<file path="src/logic/sofs_pkg.sv">
// Shared constants and carrier types for the section-overhead framer and scrambler.
// Assumes one 100 MHz clock, four byte-wide streams and an AXI4-Lite register bus.
package sofs_pkg;

	// Stream count and counter width.
	localparam int NSTR  = 4;
	localparam int CNT_W = 16;

	// Byte positions inside one STS-12 frame of 9 rows by 1080 bytes.
	localparam logic [13:0] POS_FIRST    = 14'h0000;
	localparam logic [13:0] POS_LAST     = 14'h25F7;
	localparam logic [13:0] POS_A1_LAST  = 14'h000B;
	localparam logic [13:0] POS_A2_FIRST = 14'h000C;
	localparam logic [13:0] POS_J0       = 14'h0018;
	localparam logic [13:0] POS_SPE      = 14'h0024;
	localparam logic [13:0] POS_B1       = 14'h0438;
	localparam logic [13:0] POS_B1_ZLAST = 14'h0443;

	// Framing pattern, scrambler seed and idle fill.
	localparam logic [7:0] A1_VALUE = 8'hF6;
	localparam logic [7:0] A2_VALUE = 8'h28;
	localparam logic [6:0] SCR_SEED = 7'h7F;
	localparam logic [7:0] ALL_ONES = 8'hFF;

	// Register indices; the byte address is four times the index.
	localparam logic [5:0] IDX_STREAM_EN   = 6'h00;
	localparam logic [5:0] IDX_SCR_CTRL    = 6'h01;
	localparam logic [5:0] IDX_A1A2_ARM    = 6'h02;
	localparam logic [5:0] IDX_A1A2_VALUE  = 6'h03;
	localparam logic [5:0] IDX_A1A2_FRAMES = 6'h04;
	localparam logic [5:0] IDX_B1_FAULT_EN = 6'h05;
	localparam logic [5:0] IDX_AIS_CTRL    = 6'h06;
	localparam logic [5:0] IDX_RX_STATUS   = 6'h07;
	localparam logic [5:0] IDX_FRAME_ERR0  = 6'h08;
	localparam logic [5:0] IDX_B1_INV_MASK = 6'h0F;
	localparam logic [5:0] IDX_B1_ERR0     = 6'h10;

	// Field positions inside the registers.
	localparam int SCR_TX_DIS_BIT = 0;
	localparam int SCR_RX_DIS_BIT = 1;
	localparam int A2_VALUE_LSB   = 8;
	localparam int AIS_OOF_LSB    = 4;
	localparam int STAT_ERRD_LSB  = 4;

	// Reset values and bus answers.
	localparam logic [3:0] RST_STREAM_EN = 4'hF;
	localparam logic [7:0] RST_B1_MASK   = 8'h00;
	localparam logic [1:0] RESP_OKAY     = 2'h0;
	localparam logic [1:0] RESP_SLVERR   = 2'h2;

	// Receive framer states.
	typedef enum logic [1:0] {
		RX_HUNT,
		RX_SYNC,
		RX_ERRORED
	} sofs_rx_state_t;

	// Master-driven AXI4-Lite signals.
	typedef struct packed {
		logic        awvalid;
		logic [7:0]  awaddr;
		logic        wvalid;
		logic [31:0] wdata;
		logic [3:0]  wstrb;
		logic        bready;
		logic        arvalid;
		logic [7:0]  araddr;
		logic        rready;
	} sofs_axi_req_t;

	// Slave-driven AXI4-Lite signals.
	typedef struct packed {
		logic        awready;
		logic        wready;
		logic        bvalid;
		logic [1:0]  bresp;
		logic        arready;
		logic        rvalid;
		logic [31:0] rdata;
		logic [1:0]  rresp;
	} sofs_axi_rsp_t;

	// One transmit lane towards the serial link core.
	typedef struct packed {
		logic [7:0] data;
		logic       pwrdn;
	} sofs_tx_lane_t;

	// One receive lane towards the fabric.
	typedef struct packed {
		logic [7:0] data;
		logic       parity;
		logic       sync;
	} sofs_rx_lane_t;

endpackage

</file>
<file path="src/logic/sofs_scr.sv">
// Byte-wise frame-synchronous scrambler key generator, 1 + x^6 + x^7.
// Assumes the caller raises load on the byte that starts the sequence and step on later bytes.
module sofs_scr (
	input  wire logic       aclk,
	input  wire logic       aresetn,
	input  wire logic       load,
	input  wire logic       step,
	output logic [7:0]      key
);
	import sofs_pkg::*;

	typedef struct packed {
		logic [6:0] lfsr;
	} sofs_scr_state_t;

	sofs_scr_state_t s_q;
	sofs_scr_state_t s_d;

	// Produces eight key bits, first bit in the MSB, and the state for the next byte.
	always_comb begin
		logic [6:0] cur;
		cur = load ? SCR_SEED : s_q.lfsr;
		s_d = s_q;
		key = 8'h00;
		for (int b = 7; b >= 0; b--) begin
			key[b] = cur[6];
			cur    = {cur[5:0], cur[6] ^ cur[5]};
		end
		if (load || step) begin
			s_d.lfsr = cur;
		end
	end

	// Registers the generator state.
	always_ff @(posedge aclk) begin
		if (!aresetn) begin
			s_q.lfsr <= SCR_SEED;
		end else begin
			s_q <= s_d;
		end
	end
endmodule

</file>
<file path="src/logic/sofs_top.sv">
// Four-stream section-overhead framer: transmit framing, B1, scrambling; receive framer,
// B1 check, descrambling, alarm fill and parity. Registers sit behind AXI4-Lite.
// Assumes fabric inputs share aclk and link bytes arrive from outside, so they are resynchronised.
//
// Implementation choice: the AXI4-Lite register port.
import sofs_pkg::*;

module sofs_top #(
	parameter int unsigned STREAMS = NSTR
) (
	input  wire logic                     aclk,
	input  wire logic                     aresetn,
	input  wire sofs_pkg::sofs_axi_req_t  axi_req,
	output sofs_pkg::sofs_axi_rsp_t       axi_rsp,
	input  wire logic                     transmit_side_frame_strobe,
	input  wire logic                     receive_side_frame_strobe,
	input  wire logic [NSTR-1:0][7:0]     tx_fabric_data,
	output sofs_pkg::sofs_tx_lane_t [NSTR-1:0] tx_lane,
	input  wire logic [NSTR-1:0][7:0]     rx_link_data,
	output sofs_pkg::sofs_rx_lane_t [NSTR-1:0] rx_lane,
	output logic                          rx_system_frame,
	output logic [NSTR-1:0]               oof_event,
	output logic [NSTR-1:0]               frame_err_event
);
	import sofs_pkg::*;

	// The per-stream logic is unrolled for the fixed stream count only.
	if (STREAMS != NSTR) begin : g_bad_streams
		$error("sofs_top supports exactly the package stream count");
	end

	// Software-visible settings.
	typedef struct packed {
		logic [NSTR-1:0] en;
		logic            tx_scr_dis;
		logic            rx_scr_dis;
		logic [NSTR-1:0] arm;
		logic [7:0]      a1_sub;
		logic [7:0]      a2_sub;
		logic [7:0]      frames;
		logic [NSTR-1:0] b1_fault;
		logic [NSTR-1:0] ais_force;
		logic [NSTR-1:0] ais_oof;
		logic [7:0]      b1_mask;
	} sofs_regs_t;

	// Transmit stream state.
	typedef struct packed {
		logic [7:0] acc;
		logic [7:0] prev;
		logic       arm_seen;
		logic       burst;
		logic [7:0] left;
	} sofs_txs_t;

	// Receive stream state.
	typedef struct packed {
		logic [7:0]       s1;
		logic [7:0]       s2;
		logic [7:0]       h1;
		logic [7:0]       h2;
		logic [2:0]       ofs;
		sofs_rx_state_t   st;
		logic [13:0]      pos;
		logic [7:0]       acc;
		logic [7:0]       prev;
		logic             started;
		logic             bip_ok;
		logic [CNT_W-1:0] ferr;
		logic [CNT_W-1:0] b1err;
	} sofs_rxs_t;

	// Whole state of the block.
	typedef struct packed {
		sofs_axi_rsp_t                 rsp;
		logic                          aw_have;
		logic                          w_have;
		logic [7:0]                    awaddr;
		logic [31:0]                   wdata;
		logic [3:0]                    wstrb;
		sofs_regs_t                    regs;
		logic [13:0]                   tx_pos;
		sofs_txs_t [NSTR-1:0]          txs;
		sofs_rxs_t [NSTR-1:0]          rxs;
		sofs_tx_lane_t [NSTR-1:0]      tx_out;
		sofs_rx_lane_t [NSTR-1:0]      rx_out;
		logic [NSTR-1:0]               oof_ev;
		logic [NSTR-1:0]               ferr_ev;
		logic                          rx_sys;
	} sofs_state_t;

	sofs_state_t s_q;
	sofs_state_t s_d;

	logic [13:0]           tx_cur_pos;
	logic [NSTR-1:0][7:0]  tx_key;
	logic [NSTR-1:0][7:0]  rx_key;
	logic [NSTR-1:0]       rx_locked;

	// Counts the set bits of a byte.
	function automatic logic [3:0] ones8(input logic [7:0] v);
		logic [3:0] n;
		n = 4'h0;
		for (int i = 0; i < 8; i++) begin
			n = n + {3'h0, v[i]};
		end
		return n;
	endfunction

	// Returns the register word at an index, with a flag that the index is mapped.
	function automatic logic [32:0] rd_word(input sofs_state_t st, input logic [5:0] idx);
		logic [31:0] w;
		logic        ok;
		w  = 32'h0000_0000;
		ok = 1'b1;
		unique case (idx)
			IDX_STREAM_EN:   w[NSTR-1:0] = st.regs.en;
			IDX_SCR_CTRL: begin
				w[SCR_TX_DIS_BIT] = st.regs.tx_scr_dis;
				w[SCR_RX_DIS_BIT] = st.regs.rx_scr_dis;
			end
			IDX_A1A2_ARM:    w[NSTR-1:0] = st.regs.arm;
			IDX_A1A2_VALUE:  w[15:0] = {st.regs.a2_sub, st.regs.a1_sub};
			IDX_A1A2_FRAMES: w[7:0] = st.regs.frames;
			IDX_B1_FAULT_EN: w[NSTR-1:0] = st.regs.b1_fault;
			IDX_AIS_CTRL:    w[7:0] = {st.regs.ais_oof, st.regs.ais_force};
			IDX_B1_INV_MASK: w[7:0] = st.regs.b1_mask;
			IDX_RX_STATUS: begin
				for (int i = 0; i < NSTR; i++) begin
					w[i] = (st.rxs[i].st == RX_HUNT);
					w[STAT_ERRD_LSB + i] = (st.rxs[i].st == RX_ERRORED);
				end
			end
			default: begin
				ok = 1'b0;
				for (int i = 0; i < NSTR; i++) begin
					if (idx == IDX_FRAME_ERR0 + 6'(i)) begin
						w[CNT_W-1:0] = st.rxs[i].ferr;
						ok = 1'b1;
					end
					if (idx == IDX_B1_ERR0 + 6'(i)) begin
						w[CNT_W-1:0] = st.rxs[i].b1err;
						ok = 1'b1;
					end
				end
			end
		endcase
		return {ok, w};
	endfunction

	// Transmit byte position, restarted so that the strobe byte is the first A1.
	assign tx_cur_pos = transmit_side_frame_strobe ? POS_FIRST : s_q.tx_pos;

	// Scrambler key generators, one pair per stream.
	for (genvar g = 0; g < NSTR; g++) begin : g_scr
		assign rx_locked[g] = (s_q.rxs[g].st != RX_HUNT);

		sofs_scr u_tx_scr (
			.aclk    (aclk),
			.aresetn (aresetn),
			.load    (tx_cur_pos == POS_SPE),
			.step    (tx_cur_pos > POS_SPE),
			.key     (tx_key[g])
		);

		sofs_scr u_rx_scr (
			.aclk    (aclk),
			.aresetn (aresetn),
			.load    (rx_locked[g] && s_q.rxs[g].pos == POS_SPE),
			.step    (rx_locked[g] && s_q.rxs[g].pos > POS_SPE),
			.key     (rx_key[g])
		);
	end

	// Next-state logic for the bus slave, the transmit path and the receive path.
	always_comb begin
		logic [32:0] rd;
		logic [31:0] bm;
		logic [31:0] mw;
		logic [23:0] win;
		logic [7:0]  b;
		logic [7:0]  o;
		logic [7:0]  cur;
		logic [7:0]  prv;
		logic [7:0]  desc;
		logic        hit;
		rd   = 33'h0_0000_0000;
		bm   = 32'h0000_0000;
		mw   = 32'h0000_0000;
		win  = 24'h00_0000;
		b    = 8'h00;
		o    = 8'h00;
		cur  = 8'h00;
		prv  = 8'h00;
		desc = 8'h00;
		hit  = 1'b0;
		s_d  = s_q;

		// Bus: retire answers, capture address and data in either order.
		if (s_q.rsp.bvalid && axi_req.bready) begin
			s_d.rsp.bvalid = 1'b0;
		end
		if (s_q.rsp.rvalid && axi_req.rready) begin
			s_d.rsp.rvalid = 1'b0;
		end
		if (axi_req.awvalid && s_q.rsp.awready) begin
			s_d.aw_have = 1'b1;
			s_d.awaddr  = axi_req.awaddr;
		end
		if (axi_req.wvalid && s_q.rsp.wready) begin
			s_d.w_have = 1'b1;
			s_d.wdata  = axi_req.wdata;
			s_d.wstrb  = axi_req.wstrb;
		end

		// Bus: perform a held write with byte lanes; unmapped or read-only words answer.
		if (s_q.aw_have && s_q.w_have && !s_q.rsp.bvalid) begin
			rd = rd_word(s_q, s_q.awaddr[7:2]);
			for (int l = 0; l < 4; l++) begin
				bm[l*8 +: 8] = {8{s_q.wstrb[l]}};
			end
			mw = (rd[31:0] & ~bm) | (s_q.wdata & bm);
			unique case (s_q.awaddr[7:2])
				IDX_STREAM_EN:   s_d.regs.en = mw[NSTR-1:0];
				IDX_SCR_CTRL: begin
					s_d.regs.tx_scr_dis = mw[SCR_TX_DIS_BIT];
					s_d.regs.rx_scr_dis = mw[SCR_RX_DIS_BIT];
				end
				IDX_A1A2_ARM:    s_d.regs.arm = mw[NSTR-1:0];
				IDX_A1A2_VALUE: begin
					s_d.regs.a1_sub = mw[7:0];
					s_d.regs.a2_sub = mw[A2_VALUE_LSB +: 8];
				end
				IDX_A1A2_FRAMES: s_d.regs.frames = mw[7:0];
				IDX_B1_FAULT_EN: s_d.regs.b1_fault = mw[NSTR-1:0];
				IDX_AIS_CTRL: begin
					s_d.regs.ais_force = mw[NSTR-1:0];
					s_d.regs.ais_oof   = mw[AIS_OOF_LSB +: NSTR];
				end
				IDX_B1_INV_MASK: s_d.regs.b1_mask = mw[7:0];
				default: ;
			endcase
			s_d.aw_have    = 1'b0;
			s_d.w_have     = 1'b0;
			s_d.rsp.bvalid = 1'b1;
			s_d.rsp.bresp  = rd[32] ? RESP_OKAY : RESP_SLVERR;
		end

		// Bus: answer a read in the cycle after it is taken.
		if (axi_req.arvalid && s_q.rsp.arready) begin
			rd = rd_word(s_q, axi_req.araddr[7:2]);
			s_d.rsp.rvalid = 1'b1;
			s_d.rsp.rdata  = rd[31:0];
			s_d.rsp.rresp  = rd[32] ? RESP_OKAY : RESP_SLVERR;
		end
		s_d.rsp.awready = !s_d.aw_have;
		s_d.rsp.wready  = !s_d.w_have;
		s_d.rsp.arready = !s_d.rsp.rvalid;

		// Transmit position counter, shared by all streams.
		s_d.tx_pos = (tx_cur_pos == POS_LAST) ? POS_FIRST : tx_cur_pos + 14'h0001;
		s_d.rx_sys = receive_side_frame_strobe;

		// Transmit streams: overhead insertion, disable, scrambling and parity.
		for (int i = 0; i < NSTR; i++) begin
			b = tx_fabric_data[i];
			if (tx_cur_pos <= POS_A1_LAST) begin
				b = (s_q.txs[i].burst && tx_cur_pos == POS_A1_LAST) ?
					s_q.regs.a1_sub : A1_VALUE;
			end else if (tx_cur_pos < POS_J0) begin
				b = (s_q.txs[i].burst && tx_cur_pos == POS_A2_FIRST) ?
					s_q.regs.a2_sub : A2_VALUE;
			end else if (tx_cur_pos == POS_B1) begin
				b = s_q.txs[i].prev ^ (s_q.regs.b1_fault[i] ? s_q.regs.b1_mask : 8'h00);
			end else if (tx_cur_pos > POS_B1 && tx_cur_pos <= POS_B1_ZLAST) begin
				b = 8'h00;
			end
			if (!s_q.regs.en[i]) begin
				b = ALL_ONES;
			end
			o = (tx_cur_pos < POS_SPE || s_q.regs.tx_scr_dis) ? b : b ^ tx_key[i];
			s_d.tx_out[i].data  = o;
			s_d.tx_out[i].pwrdn = !s_q.regs.en[i];

			// Parity over the scrambled frame, handed to the next frame's B1.
			if (tx_cur_pos == POS_LAST) begin
				s_d.txs[i].prev = s_q.txs[i].acc ^ o;
				s_d.txs[i].acc  = 8'h00;
			end else begin
				s_d.txs[i].acc = s_q.txs[i].acc ^ o;
			end

			// Corruption burst: starts at a frame boundary, counted in whole frames.
			if (!s_q.regs.arm[i]) begin
				s_d.txs[i].burst    = 1'b0;
				s_d.txs[i].arm_seen = 1'b0;
			end else if (tx_cur_pos == POS_LAST) begin
				if (s_q.txs[i].burst) begin
					if (s_q.regs.frames != 8'h00) begin
						s_d.txs[i].left = s_q.txs[i].left - 8'h01;
						if (s_q.txs[i].left <= 8'h01) begin
							s_d.txs[i].burst = 1'b0;
						end
					end
				end else if (!s_q.txs[i].arm_seen) begin
					s_d.txs[i].arm_seen = 1'b1;
					s_d.txs[i].burst    = 1'b1;
					s_d.txs[i].left     = s_q.regs.frames;
				end
			end
		end

		// Receive streams: resynchronise, frame, check, descramble and fill.
		for (int i = 0; i < NSTR; i++) begin
			s_d.rxs[i].s1 = rx_link_data[i];
			s_d.rxs[i].s2 = s_q.rxs[i].s1;
			s_d.rxs[i].h1 = s_q.rxs[i].s2;
			s_d.rxs[i].h2 = s_q.rxs[i].h1;
			win = {s_q.rxs[i].h2, s_q.rxs[i].h1, s_q.rxs[i].s2};
			cur = win[8 - int'(s_q.rxs[i].ofs) +: 8];
			prv = win[16 - int'(s_q.rxs[i].ofs) +: 8];
			hit = (prv == A1_VALUE) && (cur == A2_VALUE);
			s_d.oof_ev[i]  = 1'b0;
			s_d.ferr_ev[i] = 1'b0;
			s_d.rxs[i].pos = (s_q.rxs[i].pos == POS_LAST) ? POS_FIRST :
				s_q.rxs[i].pos + 14'h0001;

			// Framer: hunt every bit offset, then check the A1/A2 transition each frame.
			unique case (s_q.rxs[i].st)
				RX_HUNT: begin
					for (int k = 7; k >= 0; k--) begin
						if (win[16 - k +: 8] == A1_VALUE && win[8 - k +: 8] == A2_VALUE) begin
							s_d.rxs[i].ofs = 3'(k);
							s_d.rxs[i].st  = RX_SYNC;
							s_d.rxs[i].pos = POS_A2_FIRST + 14'h0001;
						end
					end
					s_d.rxs[i].started = 1'b0;
					s_d.rxs[i].bip_ok  = 1'b0;
				end
				RX_SYNC: begin
					if (s_q.rxs[i].pos == POS_A2_FIRST && !hit) begin
						s_d.rxs[i].st   = RX_ERRORED;
						s_d.rxs[i].ferr = s_q.rxs[i].ferr + CNT_W'(1);
						s_d.ferr_ev[i]  = 1'b1;
					end
				end
				RX_ERRORED: begin
					if (s_q.rxs[i].pos == POS_A2_FIRST) begin
						if (hit) begin
							s_d.rxs[i].st = RX_SYNC;
						end else begin
							s_d.rxs[i].st   = RX_HUNT;
							s_d.rxs[i].ferr = s_q.rxs[i].ferr + CNT_W'(1);
							s_d.ferr_ev[i]  = 1'b1;
							s_d.oof_ev[i]   = 1'b1;
						end
					end
				end
			endcase

			// Descramble outside the unscrambled overhead, then check B1.
			desc = (s_q.rxs[i].pos < POS_SPE || s_q.regs.rx_scr_dis || !rx_locked[i]) ?
				cur : cur ^ rx_key[i];
			if (rx_locked[i]) begin
				if (s_q.rxs[i].pos == POS_FIRST) begin
					s_d.rxs[i].started = 1'b1;
				end
				if (s_q.rxs[i].pos == POS_LAST) begin
					s_d.rxs[i].prev   = s_q.rxs[i].acc ^ cur;
					s_d.rxs[i].acc    = 8'h00;
					s_d.rxs[i].bip_ok = s_q.rxs[i].started;
				end else begin
					s_d.rxs[i].acc = s_q.rxs[i].acc ^ cur;
				end
				if (s_q.rxs[i].pos == POS_B1 && s_q.rxs[i].bip_ok) begin
					s_d.rxs[i].b1err = s_q.rxs[i].b1err +
						CNT_W'(ones8(desc ^ s_q.rxs[i].prev));
				end
			end

			// Alarm fill, parity and frame sync towards the fabric.
			if (s_q.regs.ais_force[i] || (s_q.regs.ais_oof[i] && !rx_locked[i])) begin
				desc = ALL_ONES;
			end
			s_d.rx_out[i].data   = desc;
			s_d.rx_out[i].parity = ^desc;
			s_d.rx_out[i].sync   = rx_locked[i] && (s_q.rxs[i].pos == POS_FIRST);
		end
	end

	// Registers the whole state; settings take their reset values.
	always_ff @(posedge aclk) begin
		if (!aresetn) begin
			s_q              <= '0;
			s_q.regs.en      <= RST_STREAM_EN;
			s_q.regs.b1_mask <= RST_B1_MASK;
		end else begin
			s_q <= s_d;
		end
	end

	// Every output comes straight from the state register.
	assign axi_rsp         = s_q.rsp;
	assign tx_lane         = s_q.tx_out;
	assign rx_lane         = s_q.rx_out;
	assign rx_system_frame = s_q.rx_sys;
	assign oof_event       = s_q.oof_ev;
	assign frame_err_event = s_q.ferr_ev;
endmodule

</file>
<file path="config.mk">
export PLATFORM = sky130hd
export DESIGN_NAME = sofs_top
export DESIGN_NICKNAME = d
export VERILOG_FILES = /design/src/logic/sofs_pkg.sv /design/src/logic/sofs_scr.sv /design/src/logic/sofs_top.sv
export SDC_FILE = /design/constraint.sdc
export NUM_CORES = 2
export LEC_CHECK = 0
export BUFFER_PORTS_ARGS = -buffer_cell sky130_fd_sc_hd__buf_2
export CAP_MARGIN = 25
export CORE_MARGIN = 8
export CORE_UTILIZATION = 50
export DETAILED_ROUTE_END_ITERATION = 12
export PLACE_DENSITY_LB_ADDON = 0.08
export SYNTH_ARGS = -nofsm -noshare
export SYNTH_HDL_FRONTEND = slang
export SYNTH_SLANG_ARGS = --single-unit
</file>
<file path="constraint.sdc">
create_clock -name aclk -period 7.5 [get_ports aclk]
set_clock_uncertainty 0.2 [all_clocks]
set_input_delay 0.75 -clock aclk [delete_from_list [all_inputs] [get_ports aclk]]
set_output_delay 0.75 -clock aclk [all_outputs]
set_load 0.05 [all_outputs]
</file>
==> flow_results.xml <==
<?xml version="1.0" encoding="UTF-8"?>
<metrics>
  <group name="outcome">
    <metric name="run_status" unit="">finished, final reports clean</metric>
  </group>
  <group name="sta">
    <metric name="min_period" unit="ps">6970</metric>
    <metric name="unrepaired_setup_endpoints_after_global_routing" unit="">false</metric>
    <metric name="hold_viol" unit="">0</metric>
    <metric name="final_min_period_over_clock_period" unit="">0.930</metric>
    <metric name="timing.fmax" unit="GHz">0.143</metric>
    <metric name="worst_pin_slew" unit="ps">1120</metric>
    <metric name="finalMaxSlewViolations" unit="">0</metric>
    <metric name="final_setup_violations" unit="">0</metric>
    <metric name="setup_total_negative_slack" unit="ps">0</metric>
    <metric name="slew_headroom" unit="">0.250</metric>
  </group>
  <group name="synthesis">
    <metric name="synth_top_flop_cell" unit="">dfxtp_1</metric>
    <metric name="synth_area" unit="sq mm">0.0433</metric>
    <metric name="synth-edff-count" unit="">0</metric>
    <metric name="synth_top_cells_by_area" unit="">dfxtp_1 35%, nor2_1 5.3%, xnor2_1 4.7%, a21oi_1 4.3%, nand2_1 3.6%</metric>
    <metric name="post_synth.cell_area_avg" unit="sq um">8.37</metric>
    <metric name="synth-seq-area-share" unit="">0.354</metric>
    <metric name="syn_inst" unit="">5169</metric>
    <metric name="synth_largest_type_area_fraction" unit="">0.354</metric>
    <metric name="asyncSetResetFlopFracSynth" unit="">0</metric>
    <metric name="synth_top_area_cell" unit="">dfxtp_1</metric>
    <metric name="yosys.cell_types.count" unit="">97</metric>
    <metric name="yosysWarnings" unit="">0</metric>
    <metric name="synth-seq-cells" unit="">766</metric>
  </group>
  <group name="final_layout">
    <metric name="nNetsFinal" unit="">5308</metric>
    <metric name="multiInputGateArea" unit="sq mm">0.0253</metric>
    <metric name="n_fill_cell" unit="">8231</metric>
    <metric name="fin_area" unit="sq mm">0.0471</metric>
    <metric name="regArea" unit="sq mm">0.0153</metric>
    <metric name="proportion_of_layout_cells_with_a_drive_suffix_above_1" unit="">0.125</metric>
    <metric name="flow.area_growth_from_synthesis" unit="%">8.91</metric>
  </group>
  <group name="drt">
    <metric name="via_count" unit="">37672</metric>
    <metric name="drtPass1Iterations" unit="">6</metric>
    <metric name="drc_errors" unit="">0</metric>
    <metric name="post_drt_wl_per_cell" unit="um">21.1</metric>
    <metric name="postRouteWirelength" unit="um">133000</metric>
    <metric name="drt.antenna.violating_nets" unit="">0</metric>
    <metric name="drt_iter0_drc" unit="">3697</metric>
    <metric name="post_drt_via_cell_ratio" unit="">5.96</metric>
  </group>
  <group name="setup_path">
    <metric name="worst_path_max_delay_cell" unit="">ha_1</metric>
    <metric name="timing.setup.critical_path_class" unit="">reg -&gt; reg</metric>
    <metric name="crit_path_largest_cell_delay" unit="ps">730</metric>
    <metric name="setup.worst_path.end_class" unit="">flop</metric>
    <metric name="rr_startpoint" unit="">s_q[455]</metric>
    <metric name="cp_data_arrival_time" unit="ps">7330</metric>
    <metric name="worst_setup_path_startpoint" unit="">s_q[455]</metric>
    <metric name="cp_max_fo" unit="">24</metric>
    <metric name="cp_common_cell" unit="">fa_1</metric>
    <metric name="ordered_list_of_cells_on_the_worst_path" unit="">inv_1, ha_1, buf_12, mux4_2, mux2i_1, a22o_1, xor2_1, xor2_1, fa_1, inv_1, fa_1, fa_1, fa_1, fa_1, nor2b_1, o21ai_0, a21oi_1, nand2_1, inv_1, nand2_1, xnor2_1, and2_1</metric>
    <metric name="required" unit="ps">7850</metric>
    <metric name="crit_path_start_kind" unit="">flop</metric>
  </group>
  <group name="global_route">
    <metric name="grt_remaining_overflow" unit="">0</metric>
    <metric name="grt_use_met3" unit="">0.0427</metric>
    <metric name="grt.total_usage" unit="">0.267</metric>
    <metric name="grt_max_degree" unit="">209</metric>
    <metric name="groute.layer.met1.usage" unit="">0.379</metric>
    <metric name="met2_usage_in_global_routing" unit="">0.414</metric>
    <metric name="antenna_found_initial" unit="">5</metric>
    <metric name="globalRoute.busiestLayer" unit="">met2</metric>
    <metric name="grt_first_pass_wirelength" unit="um">206000</metric>
    <metric name="first_global_vias" unit="">35116</metric>
  </group>
  <group name="floorplan">
    <metric name="boundaryPins" unit="">251</metric>
    <metric name="chipWidth" unit="um">310</metric>
    <metric name="design.core.area" unit="sq mm">0.0862</metric>
    <metric name="initial_utilization" unit="">0.502</metric>
    <metric name="chipHeight" unit="um">310</metric>
    <metric name="rows" unit="">108</metric>
    <metric name="fp.dieArea" unit="sq mm">0.0962</metric>
  </group>
  <group name="clock_network">
    <metric name="cts.sinks" unit="">766</metric>
    <metric name="cts-root-to-sink-buffers" unit="">3</metric>
    <metric name="cts_inserted_buffers" unit="">87</metric>
    <metric name="count_of_h_tree_levels_built_during_cts" unit="">3</metric>
    <metric name="cts_setup_buffers" unit="">0</metric>
    <metric name="clock_tree_from_tritoncts" unit="">done</metric>
    <metric name="worst_skew_pair.late_latency" unit="ps">660</metric>
    <metric name="cts_stage_hold_buffer_count" unit="">0</metric>
    <metric name="cts.repair.resized" unit="">0</metric>
    <metric name="cts.clk_slew.worst_paths" unit="ps">60</metric>
    <metric name="clockRootBuffer" unit="">clkbuf_16</metric>
  </group>
  <group name="place">
    <metric name="finalWeightedCongestion" unit="">0.932</metric>
    <metric name="detailedPlacementHpwl" unit="um">95400</metric>
    <metric name="placedInstanceArea" unit="sq mm">0.0441</metric>
    <metric name="buffer_ports.inserted" unit="">210</metric>
  </group>
  <group name="hold_path">
    <metric name="hold_class" unit="">in -&gt; reg</metric>
    <metric name="worst_hold_startpoint" unit="">receive_side_frame_strobe</metric>
  </group>
  <group name="power">
    <metric name="vdd_ir_drop_max" unit="V">0.000168</metric>
    <metric name="cellLeakagePower" unit="nW">17.2</metric>
    <metric name="power_per_cell_area" unit="mW/mm^2">198</metric>
  </group>
  <group name="job">
    <metric name="drv.max_cap_violation_count" unit="">0</metric>
  </group>
</metrics>
==> cells in the mapped netlist, types with 44 or more instances <==
library cell	instances
a211oi_1	80
a21oi_1	369
a22oi_1	75
and2_1	175
buf_4	130
clkbuf_1	281
dfxtp_1	766
ha_1	70
inv_1	114
mux2_2	84
mux2i_1	136
mux4_2	55
nand2_1	412
nand2b_1	50
nand3_1	116
nor2_1	614
nor2b_1	44
nor3_1	105
nor4_1	49
o21ai_0	253
or3_1	54
xnor2_1	232
xor2_1	174
==> registers in the layout, indices dropped and copies added, names as in the netlist <==
| signal | count |
|---|---|
| tx_lane | 36 |
| frame_err_event | 4 |
| oof_event | 4 |
| g_scr.u_rx_scr.s_q | 28 |
| s_d | 96 |
| s_q | 506 |
| rx_lane | 40 |
| axi_rsp | 23 |
| rx_system_frame | 1 |
| g_scr.u_tx_scr.s_q | 28 |
==> worst max-delay path, delay by kind of cell (launching register included) <==
kind / cells / cell delay, ps
adder cells (fa/ha/maj): 6 / 3040
AO/OA/AOI/OAI: 3 / 790
AND/OR/NAND/NOR: 4 / 700
XOR/XNOR: 3 / 590
buffers and inverters: 4 / 560
multiplexers: 2 / 490
flip-flops: 1 / 480
==> power by group <==
group,internal [W],total [W],leakage (nW),switching [W]
sequential,0.00415,0.00422,6.22,0.0000773
clock,0.00266,0.00444,1.47,0.00177
combinational,0.000215,0.000673,9.52,0.000458
==> kinds of logic after synthesis <==
family	share of synthesized area
and+or+nand+nor	0.212
muxes	0.0820
DFF	0.354
buffers and inverters	0.0634
xor gates and xnor gates	0.0822
other	0.0000867
AOI/OAI and AO/OA	0.177
adders and majority gates	0.0295
==> layout make-up <==
type / count / area share
flip-flops and latches: 766 / 0.325
repair buffers: 278 / 0.0340
inverters: 119 / 0.00964
multi-input cells: 3841 / 0.537
clock inverters: 41 / 0.0108
diodes: 4 / 0.000212
well taps: 1155 / 0.0307
clock buffers: 113 / 0.0524
==> cell usage in the layout (no fill, tap or decap), types with 33 or more instances in the layout <==
master     instances
mux2_2            84
xor2_1           174
inv_1            114
ha_1              69
nand2_1          412
a21oi_1          369
nand4_1           41
and2_1           175
nor2b_1           44
nor2_1           613
a211oi_1          80
nand2b_1          50
and3_1            42
nand3_1          116
buf_4             63
clkbuf_16         89
a22oi_1           75
or2_2             33
nor3_1           103
or3_1             54
nor4_1            47
mux4_2            55
o21ai_0          253
buf_2            210
dfxtp_1          764
xnor2_1          232
mux2i_1          136
==> per-stage QoR <==
step	hold WS, ps	worst slack [ps]	instances	utilization	power, W
2_1_floorplan	212	770	5186	-	0.00480
3_3_place_gp	214	663	6155	0.512	0.00497
5_1_grt	91.0	126	6315	0.547	0.00967
3_5_place_dp	218	594	6155	0.512	0.00498
6_report	106	526	6317	0.547	0.00933
4_1_cts	67.8	584	6309	0.546	0.00942
==> worst paths after layout <==
check	endpoint	slack (ps)	cells past startpoint
worst max register to register	s_q[394]	530	22
worst min-delay path	rx_system_frame	110	2
worst min register to register	s_d[166]	230	1
worst max-delay path	s_q[394]	530	22
==> routing by layer <==
layer	up-vias	part of all wire
li1	18065	-
met1	17978	0.46
met2	1385	0.44
met3	244	0.073
met4	0	0.030
met5	-	0
No activity file was read; power rests on OpenSTA's default activity.
